--- config.mk ---
export PLATFORM = sky130hd
export DESIGN_NAME = byte_bit_literal_insn_decode
export DESIGN_NICKNAME = d
export VERILOG_FILES = /design/src/rtl/insn_decode_pkg.sv /design/src/rtl/insn_field_split.sv /design/src/rtl/byte_bit_literal_insn_decode.sv
export VERILOG_INCLUDE_DIRS = /design/src /design/src/rtl
export SDC_FILE = /design/constraint.sdc
export NUM_CORES = 1
export LEC_CHECK = 0
export BUFFER_PORTS_ARGS = -buffer_cell sky130_fd_sc_hd__buf_2
export CAP_MARGIN = 20
export CORE_ASPECT_RATIO = 0.5
export CORE_MARGIN = 10
export CORE_UTILIZATION = 50
export CTS_CLUSTER_SIZE = 25
export DETAILED_ROUTE_END_ITERATION = 10
export GPL_TIMING_DRIVEN = 0
export PLACE_DENSITY = 0.78
export SLEW_MARGIN = 5
export SYNTH_ARGS = -nofsm -noshare
export SYNTH_HDL_FRONTEND = slang
export SYNTH_HIERARCHICAL = 1
export SYNTH_SLANG_ARGS = --single-unit
--- constraint.sdc ---
create_clock -name sys_clk_in -period 12.07 [get_ports sys_clk_in]
set_input_delay 0 -clock sys_clk_in [delete_from_list [all_inputs] [get_ports sys_clk_in]]
set_output_delay 0 -clock sys_clk_in [all_outputs]
set_load 0.005 [all_outputs]
--- src/rtl/insn_decode_defs.svh ---
// Constants for the instruction decoder and cycle sequencer
//
// Operation
// - Each instruction is one 14-bit word split into opcode and operand fields.
// - Every word falls into byte, bit, or literal/control class.
// - Byte ops: result-target bit 0 writes accumulator, 1 writes the file register.
// - Register field addresses 0x00..0x7F inside the selected data bank.
// - Bit ops: position field selects one bit of the 8-bit register.
// - Literal ops take an 8-bit or 11-bit constant depending on instruction.
// - One instruction cycle is exactly four oscillator periods.
// - True tests and PC changes take two cycles, the second a no-op.
// - Instructions naming a register read, modify, then store the result.
// - The addressed register is read even by write-only instructions like clear.
// - Read-modify-write on the port register counts as a port read.
// - Don't-care instruction bits never change how a word decodes.
// - Interrupt service clears global enable, pushes return address, jumps to vector.
`ifndef INSN_DECODE_DEFS_SVH
`define INSN_DECODE_DEFS_SVH

`define INSN_W 14
`define PC_W 13
`define OSC_PER_CYC 4
`define IRQ_VECTOR 13'h0004
`define PORT_ADDR 9'h006
`define STK_DEPTH 8

// Field positions inside the instruction word
`define CLS_HI 13
`define CLS_LO 12
`define BOP_HI 11
`define BOP_LO 8
`define DEST_BIT 7
`define FADR_HI 6
`define BPOS_HI 9
`define BPOS_LO 7
`define K8_HI 7
`define K11_HI 10

// Reset values
`define PC_RST 13'h0000
`define W_RST 8'h00
`define INSN_RST 14'h0000

`endif

--- src/rtl/insn_decode_pkg.sv ---
// Types shared by the decoder and the sequencer
package insn_decode_pkg;

   typedef enum logic [1:0] {CLS_BYTE, CLS_BIT, CLS_LIT} insn_cls_t;

   typedef enum logic [4:0] {
      OP_NOP, OP_MOVWF, OP_CLR, OP_SUB, OP_DEC, OP_IOR, OP_AND, OP_XOR, OP_ADD,
      OP_MOV, OP_COM, OP_INC, OP_DECSZ, OP_RR, OP_RL, OP_SWAP, OP_INCSZ,
      OP_BCF, OP_BSF, OP_BTFSC, OP_BTFSS, OP_MOVLW, OP_RETLW,
      OP_CALL, OP_GOTO, OP_RETURN, OP_RETFIE
   } insn_op_t;

   typedef struct packed {
      insn_cls_t cls;
      insn_op_t op;
      logic uses_file;
      logic wr_file;
      logic wr_acc;
      logic dest;
      logic [6:0] fadr;
      logic [2:0] bpos;
      logic [7:0] k8;
      logic [10:0] k11;
   } insn_fields_t;

endpackage

--- src/rtl/insn_field_split.sv ---
// Combinational split of an instruction word into class, operation and fields
`timescale 1ns/1ns
`include "insn_decode_defs.svh"

module insn_field_split
   import insn_decode_pkg::*;
(
   input wire logic [`INSN_W-1:0] insn_in,
   output insn_fields_t fl_out
);

   ////////////////////////////////////////////////////////////////////////////
   // Field extraction and opcode match; wildcards cover the don't-care bits
   always_comb begin
      fl_out = '0;
      fl_out.dest = insn_in[`DEST_BIT];
      fl_out.fadr = insn_in[`FADR_HI:0];
      fl_out.bpos = insn_in[`BPOS_HI:`BPOS_LO];
      fl_out.k8 = insn_in[`K8_HI:0];
      fl_out.k11 = insn_in[`K11_HI:0];
      unique case (insn_in[`CLS_HI:`CLS_LO])
         2'h0: fl_out.cls = CLS_BYTE;
         2'h1: fl_out.cls = CLS_BIT;
         default: fl_out.cls = CLS_LIT;
      endcase
      // Priority order matters: control words sit inside the byte space
      casez (insn_in)
         14'b00_0000_0000_1000: fl_out.op = OP_RETURN;
         14'b00_0000_0000_1001: fl_out.op = OP_RETFIE;
         14'b00_0000_1???_????: begin
            fl_out.op = OP_MOVWF;
            fl_out.uses_file = 1'b1;
            fl_out.wr_file = 1'b1;
         end
         14'b00_0000_0???_????: fl_out.op = OP_NOP;
         14'b00_0001_0???_????: begin
            fl_out.op = OP_CLR;
            fl_out.wr_acc = 1'b1;
         end
         14'b00_????_????_????: begin
            fl_out.uses_file = 1'b1;
            fl_out.wr_file = insn_in[`DEST_BIT];
            fl_out.wr_acc = !insn_in[`DEST_BIT];
            unique case (insn_in[`BOP_HI:`BOP_LO])
               4'h1: fl_out.op = OP_CLR;
               4'h2: fl_out.op = OP_SUB;
               4'h3: fl_out.op = OP_DEC;
               4'h4: fl_out.op = OP_IOR;
               4'h5: fl_out.op = OP_AND;
               4'h6: fl_out.op = OP_XOR;
               4'h7: fl_out.op = OP_ADD;
               4'h8: fl_out.op = OP_MOV;
               4'h9: fl_out.op = OP_COM;
               4'hA: fl_out.op = OP_INC;
               4'hB: fl_out.op = OP_DECSZ;
               4'hC: fl_out.op = OP_RR;
               4'hD: fl_out.op = OP_RL;
               4'hE: fl_out.op = OP_SWAP;
               4'hF: fl_out.op = OP_INCSZ;
               default: fl_out.op = OP_NOP;
            endcase
         end
         14'b01_????_????_????: begin
            fl_out.uses_file = 1'b1;
            fl_out.op = insn_op_t'(5'(OP_BCF) + 5'(insn_in[11:10]));
            fl_out.wr_file = !insn_in[11];
         end
         14'b10_0???_????_????: fl_out.op = OP_CALL;
         14'b10_1???_????_????: fl_out.op = OP_GOTO;
         14'b11_00??_????_????: begin
            fl_out.op = OP_MOVLW;
            fl_out.wr_acc = 1'b1;
         end
         14'b11_01??_????_????: begin
            fl_out.op = OP_RETLW;
            fl_out.wr_acc = 1'b1;
         end
         14'b11_1000_????_????, 14'b11_1001_????_????, 14'b11_1010_????_????,
         14'b11_110?_????_????, 14'b11_111?_????_????: begin
            fl_out.wr_acc = 1'b1;
            unique casez (insn_in[11:8])
               4'b1000: fl_out.op = OP_IOR;
               4'b1001: fl_out.op = OP_AND;
               4'b1010: fl_out.op = OP_XOR;
               4'b110?: fl_out.op = OP_SUB;
               default: fl_out.op = OP_ADD;
            endcase
         end
         default: fl_out.op = OP_NOP;
      endcase
   end

endmodule

--- src/rtl/byte_bit_literal_insn_decode.sv ---
// Instruction sequencer: four-phase cycle, read-modify-write datapath, PC and stack
`timescale 1ns/1ns
`include "insn_decode_defs.svh"

module byte_bit_literal_insn_decode
   import insn_decode_pkg::*;
(
   input wire logic sys_clk_in,
   input wire logic srst_in,
   input wire logic [`INSN_W-1:0] insn_in,
   input wire logic [1:0] bank_in,
   input wire logic [7:0] rf_rdata_in,
   input wire logic irq_in,
   output logic [`PC_W-1:0] pm_addr_out,
   output logic [8:0] rf_addr_out,
   output logic rf_rd_out,
   output logic rf_wr_out,
   output logic [7:0] rf_wdata_out,
   output logic port_read_out,
   output logic [7:0] acc_out,
   output logic zero_out,
   output logic carry_out,
   output logic global_interrupt_enable_out,
   output logic cyc_strobe_out
);

   insn_fields_t fl;
   logic [1:0] q_r, q_nxt;
   logic [`INSN_W-1:0] insn_r, insn_nxt;
   logic flush_r, flush_nxt, skip_r, skip_nxt;
   logic [`PC_W-1:0] pc_r, pc_nxt;
   logic [`PC_W-1:0] stk_r [`STK_DEPTH], stk_nxt [`STK_DEPTH];
   logic [2:0] sp_r, sp_nxt;
   logic [7:0] w_r, w_nxt, opnd_r, opnd_nxt, res_r, res_nxt;
   logic c_r, c_nxt, z_r, z_nxt, int_en_r, int_en_nxt;
   logic wr_w_r, wr_w_nxt, rf_rd_r, rf_rd_nxt, rf_wr_r, rf_wr_nxt;
   logic port_rd_r, port_rd_nxt, cyc_r, cyc_nxt;
   logic [8:0] rf_addr_r, rf_addr_nxt;
   logic [8:0] sum;
   logic [7:0] a;
   logic take;

   ////////////////////////////////////////////////////////////////////////////
   // Field split of the word being executed
   insn_field_split u_split (
      .insn_in(insn_r),
      .fl_out(fl)
   );

   ////////////////////////////////////////////////////////////////////////////
   // Next-state logic, one phase of the instruction cycle per clock
   always_comb begin
      q_nxt = q_r + 2'h1;
      insn_nxt = insn_r;
      flush_nxt = flush_r;
      skip_nxt = skip_r;
      pc_nxt = pc_r;
      stk_nxt = stk_r;
      sp_nxt = sp_r;
      w_nxt = w_r;
      opnd_nxt = opnd_r;
      res_nxt = res_r;
      c_nxt = c_r;
      z_nxt = z_r;
      int_en_nxt = int_en_r;
      wr_w_nxt = wr_w_r;
      rf_addr_nxt = rf_addr_r;
      rf_rd_nxt = 1'b0;
      rf_wr_nxt = 1'b0;
      port_rd_nxt = 1'b0;
      cyc_nxt = 1'b0;
      take = 1'b0;
      sum = 9'h000;
      a = fl.uses_file ? opnd_r : fl.k8;
      unique case (q_r)
         2'h0: begin
            // Every register-naming instruction reads, even clear and move-to
            rf_addr_nxt = {bank_in, fl.fadr};
            if (!flush_r && fl.uses_file) begin
               rf_rd_nxt = 1'b1;
               port_rd_nxt = ({bank_in, fl.fadr} == `PORT_ADDR);
            end
         end
         2'h1: begin
            opnd_nxt = rf_rdata_in;
         end
         2'h2: begin
            // Modify step; the flushed second cycle stores nothing
            res_nxt = a;
            skip_nxt = 1'b0;
            wr_w_nxt = fl.wr_acc && !flush_r;
            rf_wr_nxt = fl.wr_file && !flush_r;
            if (!flush_r) begin
               unique case (fl.op)
                  OP_MOVWF: res_nxt = w_r;
                  OP_CLR: res_nxt = 8'h00;
                  OP_SUB: begin
                     sum = {1'b0, a} + {1'b0, ~w_r} + 9'h001;
                     res_nxt = sum[7:0];
                     c_nxt = sum[8];
                  end
                  OP_ADD: begin
                     sum = {1'b0, a} + {1'b0, w_r};
                     res_nxt = sum[7:0];
                     c_nxt = sum[8];
                  end
                  OP_DEC, OP_DECSZ: res_nxt = a - 8'h01;
                  OP_INC, OP_INCSZ: res_nxt = a + 8'h01;
                  OP_IOR: res_nxt = a | w_r;
                  OP_AND: res_nxt = a & w_r;
                  OP_XOR: res_nxt = a ^ w_r;
                  OP_COM: res_nxt = ~a;
                  OP_RR: begin
                     res_nxt = {c_r, a[7:1]};
                     c_nxt = a[0];
                  end
                  OP_RL: begin
                     res_nxt = {a[6:0], c_r};
                     c_nxt = a[7];
                  end
                  OP_SWAP: res_nxt = {a[3:0], a[7:4]};
                  OP_BCF: res_nxt = a & ~(8'h01 << fl.bpos);
                  OP_BSF: res_nxt = a | (8'h01 << fl.bpos);
                  OP_BTFSC: skip_nxt = !a[fl.bpos];
                  OP_BTFSS: skip_nxt = a[fl.bpos];
                  OP_MOVLW, OP_RETLW: res_nxt = fl.k8;
                  default: res_nxt = a;
               endcase
               if (fl.op inside {OP_DECSZ, OP_INCSZ}) begin
                  skip_nxt = (res_nxt == 8'h00);
               end
               if (fl.op inside {OP_CLR, OP_SUB, OP_ADD, OP_DEC, OP_INC, OP_IOR, OP_AND,
                                 OP_XOR, OP_MOV, OP_COM}) begin
                  z_nxt = (res_nxt == 8'h00);
               end
            end
         end
         2'h3: begin
            // Commit, then fetch; pc_r already names the word being fetched
            cyc_nxt = 1'b1;
            insn_nxt = insn_in;
            pc_nxt = pc_r + 13'h0001;
            flush_nxt = skip_r;
            if (wr_w_r) begin
               w_nxt = res_r;
            end
            if (!flush_r) begin
               unique case (fl.op)
                  OP_CALL, OP_GOTO: begin
                     if (fl.op == OP_CALL) begin
                        stk_nxt[sp_r] = pc_r;
                        sp_nxt = sp_r + 3'h1;
                     end
                     pc_nxt = {pc_r[12:11], fl.k11};
                     flush_nxt = 1'b1;
                  end
                  OP_RETURN, OP_RETLW, OP_RETFIE: begin
                     sp_nxt = sp_r - 3'h1;
                     pc_nxt = stk_r[sp_nxt];
                     flush_nxt = 1'b1;
                     if (fl.op == OP_RETFIE) begin
                        int_en_nxt = 1'b1;
                     end
                  end
                  default: begin
                  end
               endcase
            end
            // Never interrupt in front of a word that is about to be dropped
            if (irq_in && int_en_r && !flush_nxt) begin
               take = 1'b1;
               stk_nxt[sp_r] = pc_r;
               sp_nxt = sp_r + 3'h1;
               pc_nxt = `IRQ_VECTOR;
               int_en_nxt = 1'b0;
               flush_nxt = 1'b1;
            end
         end
      endcase
   end

   ////////////////////////////////////////////////////////////////////////////
   // State registers; first cycle after reset runs as a no-op
   always_ff @(posedge sys_clk_in) begin
      if (srst_in) begin
         q_r <= 2'h0;
         insn_r <= `INSN_RST;
         flush_r <= 1'b1;
         skip_r <= 1'b0;
         pc_r <= `PC_RST;
         for (int i = 0; i < `STK_DEPTH; i++) begin
            stk_r[i] <= `PC_RST;
         end
         sp_r <= 3'h0;
         w_r <= `W_RST;
         opnd_r <= 8'h00;
         res_r <= 8'h00;
         c_r <= 1'b0;
         z_r <= 1'b0;
         int_en_r <= 1'b0;
         wr_w_r <= 1'b0;
         rf_addr_r <= 9'h000;
         rf_rd_r <= 1'b0;
         rf_wr_r <= 1'b0;
         port_rd_r <= 1'b0;
         cyc_r <= 1'b0;
      end else begin
         q_r <= q_nxt;
         insn_r <= insn_nxt;
         flush_r <= flush_nxt;
         skip_r <= skip_nxt;
         pc_r <= pc_nxt;
         stk_r <= stk_nxt;
         sp_r <= sp_nxt;
         w_r <= w_nxt;
         opnd_r <= opnd_nxt;
         res_r <= res_nxt;
         c_r <= c_nxt;
         z_r <= z_nxt;
         int_en_r <= int_en_nxt;
         wr_w_r <= wr_w_nxt;
         rf_addr_r <= rf_addr_nxt;
         rf_rd_r <= rf_rd_nxt;
         rf_wr_r <= rf_wr_nxt;
         port_rd_r <= port_rd_nxt;
         cyc_r <= cyc_nxt;
      end
   end

   ////////////////////////////////////////////////////////////////////////////
   // Outputs, all straight from flops
   assign pm_addr_out = pc_r;
   assign rf_addr_out = rf_addr_r;
   assign rf_rd_out = rf_rd_r;
   assign rf_wr_out = rf_wr_r;
   assign rf_wdata_out = res_r;
   assign port_read_out = port_rd_r;
   assign acc_out = w_r;
   assign zero_out = z_r;
   assign carry_out = c_r;
   assign global_interrupt_enable_out = int_en_r;
   assign cyc_strobe_out = cyc_r;
endmodule

==> results of run 1 <==
[through the flow]
stage / hold slack [ps] / std cells / setup WS [ps] / instance area (µm²) / total power, W
floorplan: 76.4 / 1377 / 7280 / 11000 / 0.000758
global placement: 182 / 1747 / 6220 / 11700 / 0.000822
detailed placement: 198 / 1748 / 6240 / 11700 / 0.000824
CTS: 192 / 1805 / 6190 / 12600 / 0.00139
global route: 233 / 1805 / 5670 / 12600 / 0.00144
finish: 204 / 1805 / 5980 / 12600 / 0.00140
[power by group]
part	switching [W]	internal, W
clock network	0.000263	0.000309
registers	0.00000912	0.000598
logic	0.000138	0.0000797
[worst reg2reg max path, cell delays in order (launching register included)]
cell      delay [ps]
dfxtp_1          660
inv_1            180
ha_1             250
nand2_1          110
and3b_1          200
o21a_1           210
nor2_1           120
buf_6            190
mux2i_1          760
inv_1            410
ha_1             410
clkbuf_1         300
nor3b_1          140
o311ai_0         620
a211oi_1         170
a31oi_1          190
nor4b_1          350
and2_1           190
nand4_1          180
o41ai_2          360
[per-layer routing]
layer  vias to the layer above  share of wire (%)  global-route usage, %
met3                        80                9.2                   5.30
met1                      5438                 42                   36.2
met4                         0                2.4                   8.62
li1                       5089                  -                      -
met2                       601                 46                   43.9
met5                         -                  0                      0
[layout by cell type, fill, tap and decap left out, types with 17 or more instances in the layout]
cell type      instances
buf_4                 31
buf_2                 83
a21oi_1              158
nand2_1              282
dlygate4sd3_1         26
ha_1                  35
inv_1                 35
o21ai_0               37
mux2i_1               60
nand3_1               35
mux4_2                29
dfxtp_1              179
clkbuf_1              84
clkbuf_16             17
nor3_1                27
nor2_1                91
[area by class of cell]
class	count	area, µm²	area share, %
plain buffers	135	661	5.26
well taps	300	375	2.99
repair buffers	97	616	4.90
inverters	39	149	1.19
clock buffers	19	433	3.45
clock inverters	12	146	1.17
multi-input cells	1024	6600	52.5
flip-flops and latches	179	3580	28.5
[sequential cells by signal, indices dropped and copies added (netlist names)]
register	cells
rf_wdata_out	8
stk_r	104
flush_r	1
sp_r	3
carry_out	1
cyc_strobe_out	1
global_interrupt_enable_out	1
port_read_out	1
acc_out	8
rf_rd_out	1
skip_r	1
zero_out	1
rf_wr_out	1
q_r	2
insn_r	14
rf_addr_out	9
wr_w_r	1
pm_addr_out	13
opnd_r	8
[worst paths after layout]
path         startpoint         to  slack, ps  depth (start not counted)
min             srst_in   zero_out        200                          2
max reg2reg   insn_r[9]   zero_out       5980                         19
min reg2reg   stk_r[32]  stk_r[32]        450                          2
max           insn_r[9]   zero_out       5980                         19
==> metrics.cfg, run 1 <==
[yosys]
synth_cells = 1377
syn_nets = 1442
netlist_area_mm2 = 0.0110
yosys_warnings = 6
syn_area_per_cell_um2 = 7.98

[worst_setup_path]
max_stage_delay_ps = 760
critPathCaptureType = flop
critPathLaunchType = flop
worstSetupPathType = flop to flop
crit_buf_inv = 4
cp.arrival_ps = 6450
crit_required_ps = 12430
path_cells = inv_1, ha_1, nand2_1, and3b_1, o21a_1, nor2_1, buf_6, mux2i_1, inv_1, ha_1, clkbuf_1, nor3b_1, o311ai_0, a211oi_1, a31oi_1, nor4b_1, and2_1, nand4_1, o41ai_2
crit_fanout = 10
crit_slowest_cell = mux2i_1
cp_top_family = compound AO/OA/AOI/OAI gates

[placement]
numPortBuffers = 70
gp_congestion = 0.997
dp_hpwl_mm = 29.5

[die]
die_w_um = 230
core_mm2 = 0.0216
fp.dieH_um = 125
rows = 38
ios = 72
fp.dieArea_mm2 = 0.0287
start_util_pct = 50.8

[drt]
wirelength_mm = 40.1
drc = 0
viasPerCell = 6.21
drt_first_pass_iters = 9
vias = 11208
final_antenna_net_count = 0
routedWlPerCell_um = 22.2
drt-initial-drc-count = 1415

[timing]
fin_setup_tns_ps = 0
skew_ps = 12.1
grt_setup_unrepaired = false
setup_viol = 0
slew_headroom_pct = 24.9
hold_viol_final = 0
fin_crit_ps = 6090
finalCritPeriodShare_pct = 50.5
clock.fmax_ghz = 0.164
worst_pin_slew_ps = 1100
maxSlewViolCount = 0

[grt]
grt_pass1_vias = 10755
grtUsageTotal_pct = 27.3
grt_max_degree = 17
grt.overflow.total = 0
antenna_found_initial = 0
grt_pass1_wl_mm = 62.3

[job]
drv_cap = 0

[clock_network]
clkSinkCount = 179
cts-root-buf = clkbuf_16
hold_buffers = 26
worst_skew_pair.late_latency_ps = 460
cts_made_buffers = 17
clockBufferDepth = 2
cts_setup_buffers = 0
clk_pin_slew_ps = 70
htreeDepth = 4
cts_tree = yes
cts_resized = 0

[power]
powerDensity_mw_per_mm2 = 111
ir_worst_vdd_mv = 0.107
p_leak_nw = 4.74

[finish]
drive_gt1_share_pct = 13.4
area_delta_synth_final_pct = 14.3
fillCellCount = 1985
diodes = 0
post-route-util_pct = 58.1
fin_nets = 1558

[worst_hold_path]
hp-class = primary input to flop

[run_status]
outcome = completed

No activity file was read; power rests on OpenSTA's default activity.
==> inputs of run 2 (changes only) <==
--- a/config.mk
+++ b/config.mk
@@ -6,6 +6,7 @@
 export SDC_FILE = /design/constraint.sdc
 export NUM_CORES = 1
 export LEC_CHECK = 0
+export ABC_AREA = 1
 export BUFFER_PORTS_ARGS = -buffer_cell sky130_fd_sc_hd__buf_2
 export CAP_MARGIN = 20
 export CORE_ASPECT_RATIO = 0.5
@@ -14,7 +15,7 @@
 export CTS_CLUSTER_SIZE = 25
 export DETAILED_ROUTE_END_ITERATION = 10
 export GPL_TIMING_DRIVEN = 0
-export PLACE_DENSITY = 0.78
+export PLACE_DENSITY = 0.8
 export SLEW_MARGIN = 5
 export SYNTH_ARGS = -nofsm -noshare
 export SYNTH_HDL_FRONTEND = slang
==> constraint.sdc (replaced) <==
create_clock -name sys_clk_in -period 5.3 [get_ports sys_clk_in]
set_input_delay 0 -clock sys_clk_in [delete_from_list [all_inputs] [get_ports sys_clk_in]]
set_output_delay 0 -clock sys_clk_in [all_outputs]
set_load 0.005 [all_outputs]
==> metrics.cfg, run 2 <==
[finish]
fin_nets = 1947  ; was 1558
largest_reg_flops = 104  ; unchanged
final_common_cell = nor2_1  ; was nand2_1
diodes = 0  ; unchanged
area_delta_synth_final_pct = 13.6  ; was 14.3%
drive_gt1_share_pct = 13.9  ; was 13.4%
post-route-util_pct = 58.2  ; was 58.1%
fillCellCount = 2121  ; was 1985
layout_common_cells = nor2_1, nand2_1, inv_1  ; was nand2_1, dfxtp_1, a21oi_1
regMostFlops = stk_r  ; unchanged

[drt]
drt-initial-drc-count = 1777  ; was 1415
drt_first_pass_iters = 8  ; was 9
wirelength_mm = 40.5  ; was 40.1 mm
vias = 12538  ; was 11208
drc = 0  ; unchanged
viasPerCell = 5.69  ; was 6.21
final_antenna_net_count = 0  ; unchanged
routedWlPerCell_um = 18.4  ; was 22.2 µm

[power]
p_seq_share_pct = 39.0  ; was 43.5%
clkPwrFrac_pct = 38.2  ; was 41.0%
p_comb_share_pct = 22.8  ; was 15.6%
p_sw_w = 0.00123  ; was 0.000410 W
powerDensity_mw_per_mm2 = 267  ; was 111 mW/mm²
p_int_w = 0.00235  ; was 0.000987 W
p_leak_nw = 5.97  ; was 4.74 nW
p_sw_share_pct = 34.4  ; was 29.4%
ir_worst_vdd_mv = 0.195  ; was 0.107 mV

[grt]
grt_max_degree = 18  ; was 17
grt_pass1_wl_mm = 63.1  ; was 62.3 mm
antenna_found_initial = 0  ; unchanged
grtUsageTotal_pct = 25.6  ; was 27.3%
grt_pass1_vias = 11504  ; was 10755
grt.overflow.total = 0  ; unchanged

[worst_hold_path]
hp-class = primary input to flop  ; unchanged
min-delay-start = irq_in  ; was srst_in
hold-path-endpoint = flush_r  ; was zero_out
hold_depth = 5  ; was 2

[clock_network]
worst_skew_pair.late_latency_ps = 460  ; about the same
htreeDepth = 4  ; unchanged
cts-root-buf = clkbuf_16  ; unchanged
cts_made_buffers = 17  ; unchanged
cts_setup_buffers = 0  ; unchanged
clkSinkCount = 179  ; unchanged
cts_tree = yes  ; unchanged
clk_pin_slew_ps = 80  ; was 70 ps
clockBufferDepth = 2  ; unchanged

[timing]
finalCritPeriodShare_pct = 92.8  ; was 50.5%
slew_headroom_pct = 36.6  ; was 24.9%
worst_pin_slew_ps = 945  ; was 1100 ps
fin_hold_ws_ps = 9.80  ; was 204 ps
skew_ps = 15.0  ; was 12.1 ps
hold_viol_final = 0  ; unchanged
grt_setup_unrepaired = false  ; unchanged
clock.fmax_ghz = 0.203  ; was 0.164 GHz
setup_viol = 0  ; unchanged
fin_crit_ps = 4920  ; was 6090 ps
fin_setup_tns_ps = 0  ; unchanged
maxSlewViolCount = 0  ; unchanged

[worst_setup_path]
cp.arrival_ps = 5270  ; was 6450 ps
rr_worst_depth = 26  ; was 19
rrSetupSlack_ps = 380  ; was 5980 ps
crit_fanout = 9  ; was 10
worstSetupPathType = flop to flop  ; unchanged
r2r-end = skip_r  ; was zero_out
critPathCaptureType = flop  ; unchanged
reg2reg_from = insn_r[11]  ; was insn_r[9]
critPathLaunchType = flop  ; unchanged
crit_required_ps = 5650  ; was 12430 ps

[die]
fp.dieArea_mm2 = 0.0305  ; was 0.0287 mm²
fp.dieH_um = 129  ; was 125 µm
start_util_pct = 51.3  ; was 50.8%
ios = 72  ; unchanged
rows = 39  ; was 38
core_mm2 = 0.0230  ; was 0.0216 mm²
die_w_um = 237  ; was 230 µm

[placement]
dp_hpwl_mm = 29.6  ; was 29.5 mm
numPortBuffers = 71  ; was 70
gp_congestion = 0.960  ; was 0.997

[yosys]
syn_nets = 1832  ; was 1442
yosys_warnings = 6  ; unchanged
synth_cells = 1767  ; was 1377
netlist_area_mm2 = 0.0118  ; was 0.0110 mm²
syn_area_per_cell_um2 = 6.67  ; was 7.98 µm²

[job]
drv_cap = 0  ; unchanged

[run_status]
outcome = completed  ; unchanged

==> run 2: cell types whose count changed in the layout (fill, tap and decap cells not counted), moves of 50 or more <==
cell / before / now
a211oi_2: 0 / 50
inv_1: 35 / 210
o21ai_0: 37 / 151
nor2_1: 91 / 314
nand3_1: 35 / 91
mux2i_1: 60 / 0
==> run 2: critical path, stage by stage (launching register included) <==
cell and delay [ps]:
dfxtp_1 560, inv_2 140, ha_1 240, inv_1 90, nor3b_1 70, nand2_2 130
inv_1 60, o21ai_1 310, inv_1 240, nand2_1 100, nand2_1 330, ha_1 430
clkbuf_1 310, inv_1 120, a21oi_1 230, nor3_1 70, nor2_1 130, nand3_1 80
nand2_1 60, nor2_1 40, nor2_1 90, nand3_1 110, nor2_1 230, nand4_1 210
nand2_1 120, nand2_1 70, a21oi_1 200
==> run 2: worst max path at each step <==
| stage | depth (start not counted) | slack [ps] | endpoint | from |
|---|---|---|---|---|
| 3_3_place_gp | 27 | 110 | skip_r | insn_r[8] |
| 4_1_cts | 27 | 140 | skip_r | insn_r[8] |
| 3_5_place_dp | 27 | 50 | skip_r | insn_r[8] |
| 2_1_floorplan | 28 | 1480 | skip_r | insn_r[10] |
| 6_report | 26 | 380 | skip_r | insn_r[11] |
| 5_1_grt | 26 | 80 | skip_r | insn_r[11] |
==> run 2: final cells by class <==
class | instances | area [µm²] | area share, %
multi-input cells | 1242 | 6720 | 50.2
flip-flops and latches | 179 | 3590 | 26.8
inverters | 230 | 863 | 6.45
plain buffers | 116 | 619 | 4.63
repair buffers | 96 | 606 | 4.52
clock buffers | 20 | 447 | 3.34
well taps | 307 | 384 | 2.87
clock inverters | 12 | 161 | 1.21
==> run 2: metal layers <==
metal,track usage (%),routed length [µm],vias to the layer above
met1,32.4,16900,5740
met4,9.61,1230,0
met2,42.9,18700,673
met5,0,0,-
li1,-,-,6018
met3,4.97,3790,107
==> run 2: timing repair <==
action / in CTS / in global routing
hold buffers: 25 / 0
endpoints found under the setup margin: 1 / 1
pin swaps: 0 / 0
resized for setup: 1 / 5
gates cloned: 0 / 0
hold endpoints to repair: 28 / 0
==> run 2: metrics by stage <==
stage	area [µm²]	setup WS, ps	cells	total power (W)
after floorplan	11800	1480	1767	0.00196
after global placement	12500	110	2145	0.00218
after detailed placement	12500	45.2	2145	0.00219
after CTS	13400	142	2202	0.00353
after global routing	13400	80.9	2202	0.00370
final	13400	382	2202	0.00358
==> run 2: power by group through the flow <==
stage | Combinational [W] | Clock, W | Sequential, W
floorplan | 0.000547 | 0 | 0.00142
global placement | 0.000760 | 0 | 0.00143
detailed placement | 0.000763 | 0 | 0.00143
CTS | 0.000784 | 0.00136 | 0.00139
global route | 0.000893 | 0.00141 | 0.00140
finish | 0.000814 | 0.00137 | 0.00140
